File: config.mk
export PLATFORM = sky130hd
export DESIGN_NAME = atg_regs
export DESIGN_NICKNAME = d
export VERILOG_FILES = /design/src/rtl/atg_pkg.sv /design/src/rtl/atg_regs.sv /design/src/rtl/atg_sine_rom.sv
export SDC_FILE = /design/constraint.sdc
export NUM_CORES = 2
export LEC_CHECK = 0
export BUFFER_PORTS_ARGS = -buffer_cell sky130_fd_sc_hd__buf_2
export CORE_MARGIN = 1
export CORE_UTILIZATION = 50
export DETAILED_ROUTE_END_ITERATION = 10
export PLACE_DENSITY_LB_ADDON = 0.08
export SETUP_SLACK_MARGIN = 0.4
export SYNTH_ARGS = -nofsm -noshare
export SYNTH_HDL_FRONTEND = slang
export SYNTH_HIERARCHICAL = 1
export SYNTH_SLANG_ARGS = --single-unit
File: constraint.sdc
create_clock -name core_clk -period 14.2 [get_ports core_clk]
set_input_delay 4.26 -clock core_clk [delete_from_list [all_inputs] [get_ports core_clk]]
set_output_delay 4.26 -clock core_clk [all_outputs]
set_load 0.01 [all_outputs]
File: src/rtl/atg_pkg.sv
// Shared constants for the link, tone generator and speaker gain registers
package atg_pkg;
   // Register offsets on the control port
   localparam logic [15:0] ADDR_RX_EN_LOW   = 16'h2070;
   localparam logic [15:0] ADDR_RX_EN_HIGH  = 16'h2071;
   localparam logic [15:0] ADDR_TX_CTRL     = 16'h2072;
   localparam logic [15:0] ADDR_LINK_EN     = 16'h207F;
   localparam logic [15:0] ADDR_TONE_CFG    = 16'h2083;
   localparam logic [15:0] ADDR_DC_UPPER    = 16'h2084;
   localparam logic [15:0] ADDR_DC_MIDDLE   = 16'h2085;
   localparam logic [15:0] ADDR_DC_LOWER    = 16'h2086;
   localparam logic [15:0] ADDR_TONE_CLK    = 16'h2087;
   localparam logic [15:0] ADDR_TONE_EN     = 16'h208F;
   localparam logic [15:0] ADDR_SPK_VOLUME  = 16'h2090;
   localparam logic [15:0] ADDR_SPEAKER_GAIN_CODE    = 16'h2091;

   // Reset values
   localparam logic [7:0] RST_ZERO      = 8'h00;
   localparam logic [7:0] RST_TONE_CFG  = 8'h04;
   localparam logic [7:0] RST_SPEAKER_GAIN_CODE  = 8'h0B;

   // Writable bit masks, reserved bits read as zero
   localparam logic [7:0] MASK_TX_CTRL  = 8'h1F;
   localparam logic [7:0] MASK_LINK_EN  = 8'h03;
   localparam logic [7:0] MASK_TONE_CFG = 8'h3F;
   localparam logic [7:0] MASK_BIT0     = 8'h01;
   localparam logic [7:0] MASK_VOLUME   = 8'h7F;
   localparam logic [7:0] MASK_FULL     = 8'hFF;

   // Field positions
   localparam int LINK_EN_BIT      = 1;
   localparam int LINK_TX_EN_BIT   = 0;
   localparam int PAYLOAD_SEL_BIT  = 4;
   localparam int DEST_LSB         = 0;
   localparam int DEST_MSB         = 3;
   localparam int CFG_MODE_LSB     = 0;
   localparam int CFG_MODE_MSB     = 3;
   localparam int CFG_AMP_LSB      = 4;
   localparam int CFG_AMP_MSB      = 5;
   localparam int GAIN_LSB         = 4;
   localparam int GAIN_MSB         = 7;

   // Audio word sizes
   localparam logic [1:0] WORD_16 = 2'h0;
   localparam logic [1:0] WORD_24 = 2'h1;
   localparam logic [1:0] WORD_32 = 2'h2;

   // Generator modes
   localparam logic [3:0] GEN_DC_PROG  = 4'h0;
   localparam logic [3:0] GEN_ZERO     = 4'h1;
   localparam logic [3:0] GEN_POS_HALF = 4'h2;
   localparam logic [3:0] GEN_NEG_HALF = 4'h3;
   localparam logic [3:0] GEN_TONE_1K  = 4'h4;
   localparam logic [3:0] GEN_FS_4     = 4'h5;
   localparam logic [3:0] GEN_FS_6     = 4'h6;

   // Sample levels, 24-bit signed full scale
   localparam logic [23:0] HALF_POS = 24'h400000;
   localparam logic [23:0] HALF_NEG = 24'hC00000;
   localparam logic [23:0] SAT_POS  = 24'h7FFFFF;
   localparam logic [23:0] SAT_NEG  = 24'h800000;

   // Sine amplitude scales, unsigned Q15
   localparam logic [15:0] AMP_M6DB   = 16'h4027;
   localparam logic [15:0] AMP_M4P8DB = 16'h49A7;
   localparam logic [15:0] AMP_0DB    = 16'h7FFF;
   localparam logic [15:0] AMP_NONE   = 16'h0000;
   localparam logic [1:0]  AMP_CODE_M6   = 2'h0;
   localparam logic [1:0]  AMP_CODE_M4P8 = 2'h1;
   localparam logic [1:0]  AMP_CODE_0    = 2'h2;
   localparam int          AMP_SHIFT     = 7;

   // Sine table of twelve phases per period
   localparam logic [3:0] PHASES     = 4'hC;
   localparam logic [3:0] LAST_PHASE = 4'hB;
   localparam logic [3:0] STEP_FS4   = 4'h3;
   localparam logic [3:0] STEP_FS6   = 4'h2;

   // Speaker gain in half-dB steps
   localparam logic [7:0] GAIN_BIAS   = 8'h0C;
   localparam logic [7:0] STEPS_6DB   = 8'h0C;
   localparam logic [3:0] GAIN_LAST_LINEAR = 4'h8;
   localparam logic [3:0] GAIN_CODE_5DB    = 4'h9;
   localparam logic [3:0] GAIN_CODE_6DB    = 4'hA;
   localparam logic [7:0] HALF_STEPS_5DB   = 8'h0A;
   localparam logic [7:0] HALF_STEPS_6DB   = 8'h0C;
   localparam logic [6:0] VOL_FLOOR        = 7'h7E;
   localparam int         FRAC_SHIFT       = 13;
endpackage

File: src/rtl/atg_regs.sv
`timescale 1ns/100ps
`default_nettype none
module atg_regs
   import atg_pkg::*;
#(
   parameter logic [15:0] TONE_STEP_DIV = 16'h0100 // Ticks per 1kHz phase
)
(
   input  wire logic        core_clk,
   input  wire logic        rst_n,
   // Control port
   input  wire logic [15:0] reg_addr,
   input  wire logic [7:0]  reg_wdata,
   input  wire logic        reg_wr,
   input  wire logic        reg_rd,
   output var  logic [7:0]  reg_rdata,
   // Link receive
   input  wire logic        link_rx_valid,
   input  wire logic [3:0]  link_rx_channel,
   input  wire logic [23:0] link_rx_data,
   output var  logic        link_rx_accept,
   output var  logic [23:0] link_rx_word,
   // Link transmit
   input  wire logic [1:0]  audio_word_size,
   input  wire logic        link_tx_slot,
   input  wire logic [23:0] headroom_tracking,
   input  wire logic [23:0] foldback_data,
   output var  logic        link_active,
   output var  logic        link_tx_drive_en,
   output var  logic [3:0]  link_tx_destination,
   output var  logic        link_tx_valid,
   output var  logic [23:0] link_tx_payload,
   // Generator clocks
   input  wire logic        internal_oscillator_clock,
   input  wire logic        bclk_pin,
   // Speaker path
   input  wire logic        sample_tick,
   input  wire logic        pcm_valid,
   input  wire logic [23:0] pcm_sample,
   output var  logic        spk_valid,
   output var  logic [23:0] spk_sample
);
   // Stored registers
   logic [7:0]  rx_low_reg;      // Channels 7..0
   logic [7:0]  rx_high_reg;     // Channels 15..8
   logic [7:0]  tx_ctrl_reg;     // Payload select and destination
   logic [7:0]  link_en_reg;     // Link and transmitter enables
   logic [7:0]  tone_cfg_reg;    // Amplitude and mode
   logic [7:0]  dc_upper_reg;    // DC bits 23..16
   logic [7:0]  dc_middle_reg;   // DC bits 15..8
   logic [7:0]  dc_lower_reg;    // DC bits 7..0
   logic [7:0]  tone_clk_reg;    // Generator clock source
   logic [7:0]  tone_en_reg;     // Generator replaces serial input
   logic [7:0]  volume_reg;      // Speaker volume code
   logic [7:0]  gain_reg;        // Gain code; low nibble stored but unused
   logic [15:0] link_rx_channel_enable; // All sixteen enables
   logic [15:0] chan_ok;         // Per-channel accept term

   // Generator state
   logic        bclk_meta_reg;   // First synchroniser stage
   logic        bclk_sync_reg;   // Second synchroniser stage
   logic        bclk_prev_reg;   // For edge detection
   logic        gen_tick;        // One tick of the chosen source
   logic [15:0] div_reg;         // Divider toward 1kHz phase step
   logic [3:0]  ph_1k_reg;       // 1kHz tone phase
   logic [3:0]  ph_fs_reg;       // Per-sample phase for fs tones
   logic [3:0]  fs_step;         // Phase stride for the fs tones
   logic [3:0]  rom_phase;       // Table address
   logic signed [15:0] sine_reg; // Table read data
   logic        tick_d_reg;      // Sample tick aligned to table data
   logic [15:0] amp_scale;       // Selected sine amplitude
   logic signed [31:0] sine_prod;  // Scaled sine product
   logic        gen_valid_reg;   // Generator sample strobe
   logic [23:0] gen_sample_reg;  // Generator sample
   logic [3:0]  gen_mode;        // Generator mode field

   // Speaker path
   logic        src_valid;       // Selected source strobe
   logic [23:0] src_sample;      // Selected source sample
   logic [7:0]  atten_steps;     // Half-dB steps plus bias
   logic [3:0]  shift_amt;       // Whole 6dB steps
   logic [3:0]  frac_idx;        // Residual half-dB steps
   logic signed [40:0] spk_prod;   // Sample times fraction
   logic signed [40:0] spk_shift;  // After attenuation shift

   // Address match, used by both write and read decode
   function automatic logic hit(input logic [15:0] a, input logic [15:0] b);
      hit = (a == b);
   endfunction

   // Gain code to half-dB steps; reserved codes give no gain
   function automatic logic [7:0] gain_steps(input logic [3:0] code);
      if (code <= GAIN_LAST_LINEAR) begin
         gain_steps = {4'h0, code};
      end else if (code == GAIN_CODE_5DB) begin
         gain_steps = HALF_STEPS_5DB;
      end else if (code == GAIN_CODE_6DB) begin
         gain_steps = HALF_STEPS_6DB;
      end else begin
         gain_steps = 8'h00;
      end
   endfunction

   // Two to the minus k over twelve, Q14
   function automatic logic [15:0] frac_q14(input logic [3:0] k);
      case (k)
         4'h0:    frac_q14 = 16'h4000;
         4'h1:    frac_q14 = 16'h3C68;
         4'h2:    frac_q14 = 16'h3904;
         4'h3:    frac_q14 = 16'h35D1;
         4'h4:    frac_q14 = 16'h32CC;
         4'h5:    frac_q14 = 16'h2FF2;
         4'h6:    frac_q14 = 16'h2D41;
         4'h7:    frac_q14 = 16'h2AB7;
         4'h8:    frac_q14 = 16'h2851;
         4'h9:    frac_q14 = 16'h260E;
         4'hA:    frac_q14 = 16'h23EB;
         4'hB:    frac_q14 = 16'h21E7;
         default: frac_q14 = 16'h4000;
      endcase
   endfunction

   // Register writes, reserved bits masked off
   always_ff @(posedge core_clk) begin
      if (!rst_n) begin
         rx_low_reg    <= RST_ZERO;
         rx_high_reg   <= RST_ZERO;
         tx_ctrl_reg   <= RST_ZERO;
         link_en_reg   <= RST_ZERO;
         tone_cfg_reg  <= RST_TONE_CFG;
         dc_upper_reg  <= RST_ZERO;
         dc_middle_reg <= RST_ZERO;
         dc_lower_reg  <= RST_ZERO;
         tone_clk_reg  <= RST_ZERO;
         tone_en_reg   <= RST_ZERO;
         volume_reg    <= RST_ZERO;
         gain_reg      <= RST_SPEAKER_GAIN_CODE;
      end else if (reg_wr) begin
         if (hit(reg_addr, ADDR_RX_EN_LOW))
            rx_low_reg <= reg_wdata & MASK_FULL;
         if (hit(reg_addr, ADDR_RX_EN_HIGH))
            rx_high_reg <= reg_wdata & MASK_FULL;
         if (hit(reg_addr, ADDR_TX_CTRL))
            tx_ctrl_reg <= reg_wdata & MASK_TX_CTRL;
         if (hit(reg_addr, ADDR_LINK_EN))
            link_en_reg <= reg_wdata & MASK_LINK_EN;
         if (hit(reg_addr, ADDR_TONE_CFG))
            tone_cfg_reg <= reg_wdata & MASK_TONE_CFG;
         if (hit(reg_addr, ADDR_DC_UPPER))
            dc_upper_reg <= reg_wdata & MASK_FULL;
         if (hit(reg_addr, ADDR_DC_MIDDLE))
            dc_middle_reg <= reg_wdata & MASK_FULL;
         if (hit(reg_addr, ADDR_DC_LOWER))
            dc_lower_reg <= reg_wdata & MASK_FULL;
         if (hit(reg_addr, ADDR_TONE_CLK))
            tone_clk_reg <= reg_wdata & MASK_BIT0;
         if (hit(reg_addr, ADDR_TONE_EN))
            tone_en_reg <= reg_wdata & MASK_BIT0;
         if (hit(reg_addr, ADDR_SPK_VOLUME))
            volume_reg <= reg_wdata & MASK_VOLUME;
         if (hit(reg_addr, ADDR_SPEAKER_GAIN_CODE))
            gain_reg <= reg_wdata & MASK_FULL;
      end
   end

   // Registered read data; unmapped addresses read zero
   always_ff @(posedge core_clk) begin
      if (!rst_n) begin
         reg_rdata <= RST_ZERO;
      end else if (reg_rd) begin
         case (1'b1)
            hit(reg_addr, ADDR_RX_EN_LOW):  reg_rdata <= rx_low_reg;
            hit(reg_addr, ADDR_RX_EN_HIGH): reg_rdata <= rx_high_reg;
            hit(reg_addr, ADDR_TX_CTRL):    reg_rdata <= tx_ctrl_reg;
            hit(reg_addr, ADDR_LINK_EN):    reg_rdata <= link_en_reg;
            hit(reg_addr, ADDR_TONE_CFG):   reg_rdata <= tone_cfg_reg;
            hit(reg_addr, ADDR_DC_UPPER):   reg_rdata <= dc_upper_reg;
            hit(reg_addr, ADDR_DC_MIDDLE):  reg_rdata <= dc_middle_reg;
            hit(reg_addr, ADDR_DC_LOWER):   reg_rdata <= dc_lower_reg;
            hit(reg_addr, ADDR_TONE_CLK):   reg_rdata <= tone_clk_reg;
            hit(reg_addr, ADDR_TONE_EN):    reg_rdata <= tone_en_reg;
            hit(reg_addr, ADDR_SPK_VOLUME): reg_rdata <= volume_reg;
            hit(reg_addr, ADDR_SPEAKER_GAIN_CODE):   reg_rdata <= gain_reg;
            default:                        reg_rdata <= RST_ZERO;
         endcase
      end
   end

   // Link state straight from the enable, transmit control and receive enable registers
   always_comb begin
      link_active         = link_en_reg[LINK_EN_BIT];
      link_tx_drive_en    = link_en_reg[LINK_EN_BIT] &
                            link_en_reg[LINK_TX_EN_BIT];
      link_tx_destination = tx_ctrl_reg[DEST_MSB:DEST_LSB];
      link_rx_channel_enable = {rx_high_reg, rx_low_reg};
   end

   genvar ch;
   generate
      for (ch = 0; ch < 16; ch++) begin : g_chan
         assign chan_ok[ch] = link_rx_channel_enable[ch] &
                              (link_rx_channel == 4'(ch));
      end
   endgenerate

   // Receive: a word on a disabled channel is dropped silently
   always_ff @(posedge core_clk) begin
      if (!rst_n) begin
         link_rx_accept <= 1'b0;
         link_rx_word   <= 24'h000000;
      end else begin
         link_rx_accept <= link_rx_valid & link_active & (|chan_ok);
         if (link_rx_valid && link_active && (|chan_ok))
            link_rx_word <= link_rx_data;
      end
   end

   // Transmit payload, loaded on each link slot while the transmitter is driven
   always_ff @(posedge core_clk) begin
      if (!rst_n) begin
         link_tx_valid   <= 1'b0;
         link_tx_payload <= 24'h000000;
      end else begin
         link_tx_valid <= link_tx_slot & link_tx_drive_en;
         if (link_tx_slot && link_tx_drive_en) begin
            if (audio_word_size == WORD_16 &&
                tx_ctrl_reg[PAYLOAD_SEL_BIT])
               link_tx_payload <= foldback_data;
            else
               link_tx_payload <= headroom_tracking;
         end
      end
   end

   // Bit clock pin is asynchronous: two flops before any use
   always_ff @(posedge core_clk) begin
      if (!rst_n) begin
         bclk_meta_reg <= 1'b0;
         bclk_sync_reg <= 1'b0;
         bclk_prev_reg <= 1'b0;
      end else begin
         bclk_meta_reg <= bclk_pin;
         bclk_sync_reg <= bclk_meta_reg;
         bclk_prev_reg <= bclk_sync_reg;
      end
   end

   assign gen_tick = tone_clk_reg[0] ? (bclk_sync_reg & ~bclk_prev_reg)
                                     : internal_oscillator_clock;

   // 1kHz phase advances on source ticks, independent of sample rate
   always_ff @(posedge core_clk) begin
      if (!rst_n) begin
         div_reg   <= 16'h0000;
         ph_1k_reg <= 4'h0;
      end else if (gen_tick) begin
         if (div_reg >= TONE_STEP_DIV - 16'h0001) begin
            div_reg   <= 16'h0000;
            ph_1k_reg <= (ph_1k_reg == LAST_PHASE) ? 4'h0
                                                   : ph_1k_reg + 4'h1;
         end else begin
            div_reg <= div_reg + 16'h0001;
         end
      end
   end

   // Per-sample phase for the fs/4 and fs/6 tones
   always_ff @(posedge core_clk) begin
      if (!rst_n) begin
         ph_fs_reg  <= 4'h0;
         tick_d_reg <= 1'b0;
      end else begin
         tick_d_reg <= sample_tick;
         // Stride wraps modulo twelve table phases
         if (sample_tick)
            ph_fs_reg <= (ph_fs_reg + fs_step >= PHASES)
                         ? ph_fs_reg + fs_step - PHASES
                         : ph_fs_reg + fs_step;
      end
   end

   assign gen_mode = tone_cfg_reg[CFG_MODE_MSB:CFG_MODE_LSB];
   assign fs_step  = (gen_mode == GEN_FS_6) ? STEP_FS6 : STEP_FS4;

   // Table address by mode
   always_comb begin
      case (gen_mode)
         GEN_FS_4, GEN_FS_6: rom_phase = ph_fs_reg;
         default:  rom_phase = ph_1k_reg;
      endcase
   end

   atg_sine_rom u_rom (
      .core_clk (core_clk),
      .phase    (rom_phase),
      .sine_reg (sine_reg)
   );

   // Amplitude code; reserved code mutes the tone
   always_comb begin
      case (tone_cfg_reg[CFG_AMP_MSB:CFG_AMP_LSB])
         AMP_CODE_M6:   amp_scale = AMP_M6DB;
         AMP_CODE_M4P8: amp_scale = AMP_M4P8DB;
         AMP_CODE_0:    amp_scale = AMP_0DB;
         default:       amp_scale = AMP_NONE;
      endcase
      sine_prod = sine_reg * $signed({1'b0, amp_scale[14:0]});
   end

   // Generator sample, one per sample tick after table read
   always_ff @(posedge core_clk) begin
      if (!rst_n) begin
         gen_valid_reg  <= 1'b0;
         gen_sample_reg <= 24'h000000;
      end else begin
         gen_valid_reg <= tick_d_reg;
         if (tick_d_reg) begin
            case (gen_mode)
               GEN_DC_PROG:
                  gen_sample_reg <= {dc_upper_reg, dc_middle_reg,
                                     dc_lower_reg};
               GEN_ZERO:     gen_sample_reg <= 24'h000000;
               GEN_POS_HALF: gen_sample_reg <= HALF_POS;
               GEN_NEG_HALF: gen_sample_reg <= HALF_NEG;
               GEN_TONE_1K, GEN_FS_4, GEN_FS_6:
                  gen_sample_reg <= sine_prod[AMP_SHIFT +: 24];
               default:      gen_sample_reg <= 24'h000000;
            endcase
         end
      end
   end

   // Source switch for the speaker path
   assign src_valid  = tone_en_reg[0] ? gen_valid_reg  : pcm_valid;
   assign src_sample = tone_en_reg[0] ? gen_sample_reg : pcm_sample;

   // Net attenuation in half-dB steps, biased so gain stays positive
   always_comb begin
      atten_steps = ((volume_reg[6:0] > VOL_FLOOR) ? {1'b0, VOL_FLOOR}
                                                   : volume_reg)
                    + GAIN_BIAS
                    - gain_steps(gain_reg[GAIN_MSB:GAIN_LSB]);
      shift_amt   = 4'(atten_steps / STEPS_6DB);
      frac_idx    = 4'(atten_steps % STEPS_6DB);
      spk_prod    = $signed(src_sample) *
                    $signed({1'b0, frac_q14(frac_idx)});
      spk_shift   = spk_prod >>> (FRAC_SHIFT + shift_amt);
   end

   // Scaled output with saturation; gain can overflow full scale
   always_ff @(posedge core_clk) begin
      if (!rst_n) begin
         spk_valid  <= 1'b0;
         spk_sample <= 24'h000000;
      end else begin
         spk_valid <= src_valid;
         if (src_valid) begin
            if (spk_shift > $signed({17'h0, SAT_POS}))
               spk_sample <= SAT_POS;
            else if (spk_shift < $signed({{17{1'b1}}, SAT_NEG}))
               spk_sample <= SAT_NEG;
            else
               spk_sample <= spk_shift[23:0];
         end
      end
   end
endmodule
`default_nettype wire

File: src/rtl/atg_sine_rom.sv
`timescale 1ns/100ps
`default_nettype none
// Twelve-phase sine table, Q15, read data registered
module atg_sine_rom
   import atg_pkg::*;
(
   input  wire logic               core_clk,
   input  wire logic        [3:0]  phase,
   output var  logic signed [15:0] sine_reg
);
   logic signed [15:0] sine_next; // Table value for this phase

   // Table lookup, one sample per 30 degrees
   always_comb begin
      case (phase)
         4'h0:    sine_next = 16'sh0000;
         4'h1:    sine_next = 16'sh4000;
         4'h2:    sine_next = 16'sh6ED9;
         4'h3:    sine_next = 16'sh7FFF;
         4'h4:    sine_next = 16'sh6ED9;
         4'h5:    sine_next = 16'sh4000;
         4'h6:    sine_next = 16'sh0000;
         4'h7:    sine_next = 16'shC000;
         4'h8:    sine_next = 16'sh9127;
         4'h9:    sine_next = 16'sh8001;
         4'hA:    sine_next = 16'sh9127;
         4'hB:    sine_next = 16'shC000;
         default: sine_next = 16'sh0000;
      endcase
   end

   // Registered read port, no reset needed for table data
   always_ff @(posedge core_clk) begin
      sine_reg <= sine_next;
   end
endmodule
`default_nettype wire

======== Yosys cells after proc, flatten, opt, wreduce, memory -nomap -nowiden ========
Memory sizes are Yosys's and may differ from the RTL's. A register that Yosys moved wholly into a read port is not among the register bits.
Index checks and enable logic that the tools add are counted.
word-level totals
  RAM bits ................................ 0
  bits of input ports ..................... 136
  memories kept ........................... 2
  flip-flop bits (word level) ............. 206
  logic and storage cells ................. 160
  latch bits .............................. 0
  memory bits (read-only) ................. 496
memories
  memory           depth  width  rd ports  clocked after Yosys merged registers in  wr ports  line                text
  (no name shown)  16     16     1         1                                        0         atg_sine_rom.sv:15  case (phase)
  (no name shown)  16     15     1         0                                        0         atg_regs.sv:106     case (k)
cells by class
  equal/unequal tests ..................... 37
  magnitude comparators ................... 6
  shift-type cells ........................ 1
  bitwise operators ....................... 22
  reduce and logical (&&, ||, !) cells .... 24
  mux-type cells .......................... 29
  add/sub/neg operators ................... 7
  multiply operators ...................... 2
  div/mod/pow operators ................... 2
operators by type and width
  cell                   number
  $eq 16x14->1 const B   12
  $mux 24                4
  $mux 8                 12
  $pmux 24 s4            1
  $pmux 15 s3            1
  $eq 4x4->1 const B     11
  $gt 41x24->1 const B   1
  $lt 41x24->1 const B   1
  $mul 24x17->41         1
  $sshr 41x5->41         1
  $mul 16x16->31         1
  $eq 4x3->1 const B     7
  $reduce_and 2->1       13
  $mux 4                 6
  $and 1x1->1            21
  $add 16x1->16 const B  1
  $eq 4x2->1 const B     4
  $ge 16x8->1 const B    1
  $mux 16                1
  $reduce_or 16->1       1
  $add 7x4->8 const B    1
  $div 8x4->8 const B    1
  $logic_not 4->1        2
  $mod 8x4->8 const B    1
  18 further kinds       24

======== Longest topological paths before layout ========
  depth in word-level cells ............... 13
  mapped depth ............................ 58

======== By module ========
Netlist, hierarchy kept.
by module, submodules not included
  module        times used  cells each  area an instance (um^2)
  atg_regs      1           3860        33069.2
  atg_sine_rom  1           33          281.5

======== Worst setup path after synthesis ========
Ideal clock, no wire load.
  kind .................................... register to register
  start point ............................. reg volume_reg[6]
  end point ............................... reg spk_sample[14]
  period minus slack after synthesis ...... 12.600 ns
  setup slack ............................. 1.600 ns
  stages on the path, launching flop included .. 55
  arrival ................................. 12.530 ns
  setup time .............................. 0.070 ns
  path buffers ............................ 6
  cell sequence ........................... dfxtp_1 -> ha_1 -> nand4_1 -> o21ai_0 -> ha_1 -> inv_1 -> ha_1 -> fa_1 -> a211o_1 -> a21oi_1 -> o221a_2 -> or2_1 -> buf_6 -> mux2i_1 -> a32oi_1 -> nand3_1 -> ha_1 -> a2111o_1 -> [19 not listed] -> fa_1 -> ha_1 -> a21o_1 -> a21o_1 -> a21o_1 -> a21o_1 -> a21o_1 -> o2111a_1 -> a311oi_2 -> nor2_1 -> a311oi_1 -> a31oi_1 -> a211o_1 -> nor4_1 -> a31oi_1 -> buf_2 -> a211o_1 -> a21oi_1
on the way
  longest elaborated chain between the ends .. 11
  elaborated cells between the ends (all ways) .. 14
ends and longest elaborated chain
  element                   line             text
  start: declaration        atg_regs.sv:54   logic [7:0] volume_reg;
  start signal: assignment  atg_regs.sv:160  volume_reg <= reg_wdata & MASK_VOLUME;
  $gt 7x7->1                atg_regs.sv:339  atten_steps = ((volume_reg[6:0] > VOL_FLOOR) ? {1'b0, VOL_FLOOR}
  $mux 7 (*)                atg_regs.sv:339
  $add 7x4->8 (*)           atg_regs.sv:341  + GAIN_BIAS
  $sub 8x8->8 (*)           atg_regs.sv:342  - gain_steps(gain_reg[GAIN_MSB:GAIN_LSB]);
  $mod 8x4->8               atg_regs.sv:344  frac_idx = 4'(atten_steps % STEPS_6DB);
  $mem_v2 16x15             --
  $mul 24x17->41            atg_regs.sv:345  spk_prod = $signed(src_sample) *
  $sshr 41x5->41 (*)        atg_regs.sv:347  spk_shift = spk_prod >>> (FRAC_SHIFT + shift_amt);
  $lt 41x24->1              atg_regs.sv:360  else if (spk_shift < $signed({{17{1'b1}}, SAT_NEG}))
  $mux 24                   atg_regs.sv:360
  $mux 24 (*)               atg_regs.sv:358  if (spk_shift > $signed({17'h0, SAT_POS}))
  end signal: assignment    atg_regs.sv:363  spk_sample <= spk_shift[23:0];
  end: declaration          atg_regs.sv:41   output var logic [23:0] spk_sample
Mark *: on every way between the ends. The rest lies on a longest branch, timed or not.
A chain may end at the register's enable or synchronous reset.

======== Final worst setup path ========
  start point ............................. reg volume_reg[5]
  end point ............................... reg spk_sample[22]
The elaborated chain is that of the path after synthesis.

==> flow_summary.toml <==
[setup_path]
rrSetupSlack_ns = 1.11
worst_setup_path_start_kind = "register"
crit_fanout = 23
crit_top_cell = "fa_1"
cp.required_ns = 14.66
worst_setup_path_end_kind = "register"
slowest_delay_ns = 0.59
slowest_stage = "fa_1"
r2r-start = "volume_reg[5]"
r2r-end = "spk_sample[22]"
reg2regPathDepth = 47
path_class = "reg -> reg"
critPathArrivalTime_ns = 13.55

[grt]
grt_pass1_vias = 27600
grt_max_degree = 76
grt_usage_pct = 29.0
grt_pass1_wl_um = 155000
antenna_found_initial = 1
grt-ovfl-total = 0

[synthesis]
synthFlopType = "dfxtp_1"
synth.cell_area_um2 = 33400
syn_nets = 4801
synth.top_cell.area_share_pct = 34.3
yosys_warnings = 6
ys_ff_latch = 211
synth_area_leaders = "fa_1, dfxtp_1, inv_1"
synth-edff-count = 0
yosys-top-cells-count = "inv_1, fa_1, nand2_1"
async_reset_ff_share_pct = 0
ys_seq_area_share_pct = 12.7
synth_top_area_cell = "fa_1"
syn_avg_cell_area_um2 = 8.57
synthDistinctLibCells = 89
syn_inst = 3893
synth_most_common_cell = "inv_1"

[placement]
port_buffers = 224
detailed_place_hpwl_um = 77400
gp_routability_congestion = 0.938

[clocking]
cts_buffer_depth = 3
h-tree-depth = 1
tritoncts = "done"
cts.sinks = 211
cts-root-buf = "clkbuf_16"
clk_pin_slew_ns = 0.06
numCtsBuffers = 24
insertion_delay_ns = 0.56
hold_buffers = 0

[drt]
antenna_left = 0
routed_wl_um = 94200
wire_per_inst_um = 19.2
drc = 0
first_pass_iters = 6
num_vias = 27000
drt_iter0_drc = 2101
viasPerCell = 5.50

[sta]
slew_headroom_pct = 6.42
fin_skew_ns = 0.0373
finalHoldViolCount = 0
fmax_ghz = 0.0764
setup_viol = 0
whs_ns = 0.433
finalCritPeriodShare_pct = 92.2
slew_violations = 0
tns_ns = 0
tightest_slew_ns = 1.36
period_minus_slack_ns = 13.09
rsz0062_at_grt = "no"

[final_layout]
area_delta_synth_final_pct = 9.10
fin_nets = 4928
final_util_pct = 55.2
drive_above_1_share_pct = 11.3

[power]
powerDensity_nw_per_um2 = 40.3
leakagePower_nw = 17.3
ir_drop_mv = 0.104

[min_path]
worstHoldPathCells = 1
min_to = "bclk_sync_reg"
min_path_type = "reg -> reg"
min-delay-start = "bclk_meta_reg"

[job]
maxCapViolCount = 0

[outcome]
outcome = "finished clean"

[floorplan]
die_x_um = 260
num_rows = 94
pin_count = 225
fp.coreArea_um2 = 65900
die_h_um = 260
dieArea_um2 = 67700
initial_core_util_pct = 50.6
==> critical path, delay by kind of cell, from the launching register on <==
family,cells,cell delay [ns]
and+or+nand+nor,15,3.09
muxes,2,0.49
xor gates and xnor gates,1,0.23
buffers and inverters,5,0.52
adders and majority gates,12,4.78
DFF,1,0.42
AOI/OAI and AO/OA,12,3.47
==> area by class of cell <==
| cell class | count | area (µm²) |
|---|---|---|
| clock buffers | 34 | 708 |
| well taps | 864 | 1080 |
| fillers | 6253 | 29500 |
| clock inverters | 10 | 135 |
| diodes | 2 | 5.00 |
| flip-flops and latches | 211 | 4230 |
| inverters | 716 | 2690 |
| repair buffers | 297 | 1670 |
| multi-input cells | 2770 | 25900 |
==> logic make-up (layout without fill, tap and decap cells) <==
kind of cell	count (synthesis)	in the layout	synth area share [%]
simple gates	1132	1132	15.0
flops	211	211	12.7
mux	192	192	6.15
compound gates	592	593	11.6
other cells	0	2	0
fa+ha+maj	772	772	41.8
buf+inv	913	1057	10.6
xor+xnor	81	81	2.15
==> worst max path at each step <==
stage          depth (start not counted)     startpoint  slack [ns]             end
2_1_floorplan                         54  volume_reg[6]        1.60  spk_sample[14]
3_3_place_gp                          50  volume_reg[5]        0.53   spk_sample[3]
3_5_place_dp                          50  volume_reg[5]        0.37  spk_sample[22]
4_1_cts                               50  volume_reg[5]        0.47  spk_sample[17]
5_1_grt                               51  volume_reg[5]        0.26  spk_sample[22]
6_report                              47  volume_reg[5]        1.11  spk_sample[22]
==> routing by layer <==
metal	vias to the layer above	global-route usage (%)	share of wire (%)
met5	-	0	0
met4	0	5.75	2.3
met3	124	3.20	6.1
met2	880	47.7	47
met1	13300	41.4	45
li1	12700	-	-
==> metrics by stage <==
step / instance area (µm²) / total power, mW / setup WS [ns] / cells
after floorplan: 33400 / 0.734 / 1.60 / 3893
after detailed placement: 35200 / 0.814 / 0.365 / 4841
after CTS: 36100 / 1.47 / 0.474 / 4885
after global placement: 35200 / 0.814 / 0.529 / 4841
final: 36400 / 1.46 / 1.11 / 4904
after global routing: 36400 / 1.52 / 0.263 / 4903
==> repair_timing <==
item	CTS	global route
setup endpoints to repair	23	23
buffers inserted	0	16
gates cloned	0	1
pin swaps	0	7
resized for setup	2	42
==> where the power goes <==
| part | internal (mW) | switching, mW | total (mW) |
|---|---|---|---|
| sequential | 0.601 | 0.00533 | 0.606 |
| combinational | 0.0703 | 0.130 | 0.201 |
| clock | 0.387 | 0.271 | 0.658 |
==> cells in the final DEF, fill, tap and decap left out, types with 14 or more instances in the layout <==
master	instances
clkbuf_16	24
ha_1	199
xnor2_1	58
o211ai_1	15
a21o_1	31
a211oi_1	49
a22oi_1	29
and3_1	14
nand3_1	105
inv_1	712
mux2_2	40
a31oi_1	16
a211o_1	18
xor2_1	21
nand2_1	440
nor3_1	29
buf_4	73
and2_1	50
o21ai_0	93
dfxtp_1	210
mux2i_1	141
nor2b_1	37
nor2_1	342
buf_2	224
a21oi_1	195
nand2b_1	39
fa_1	571
(Power assumes the default switching activity.)
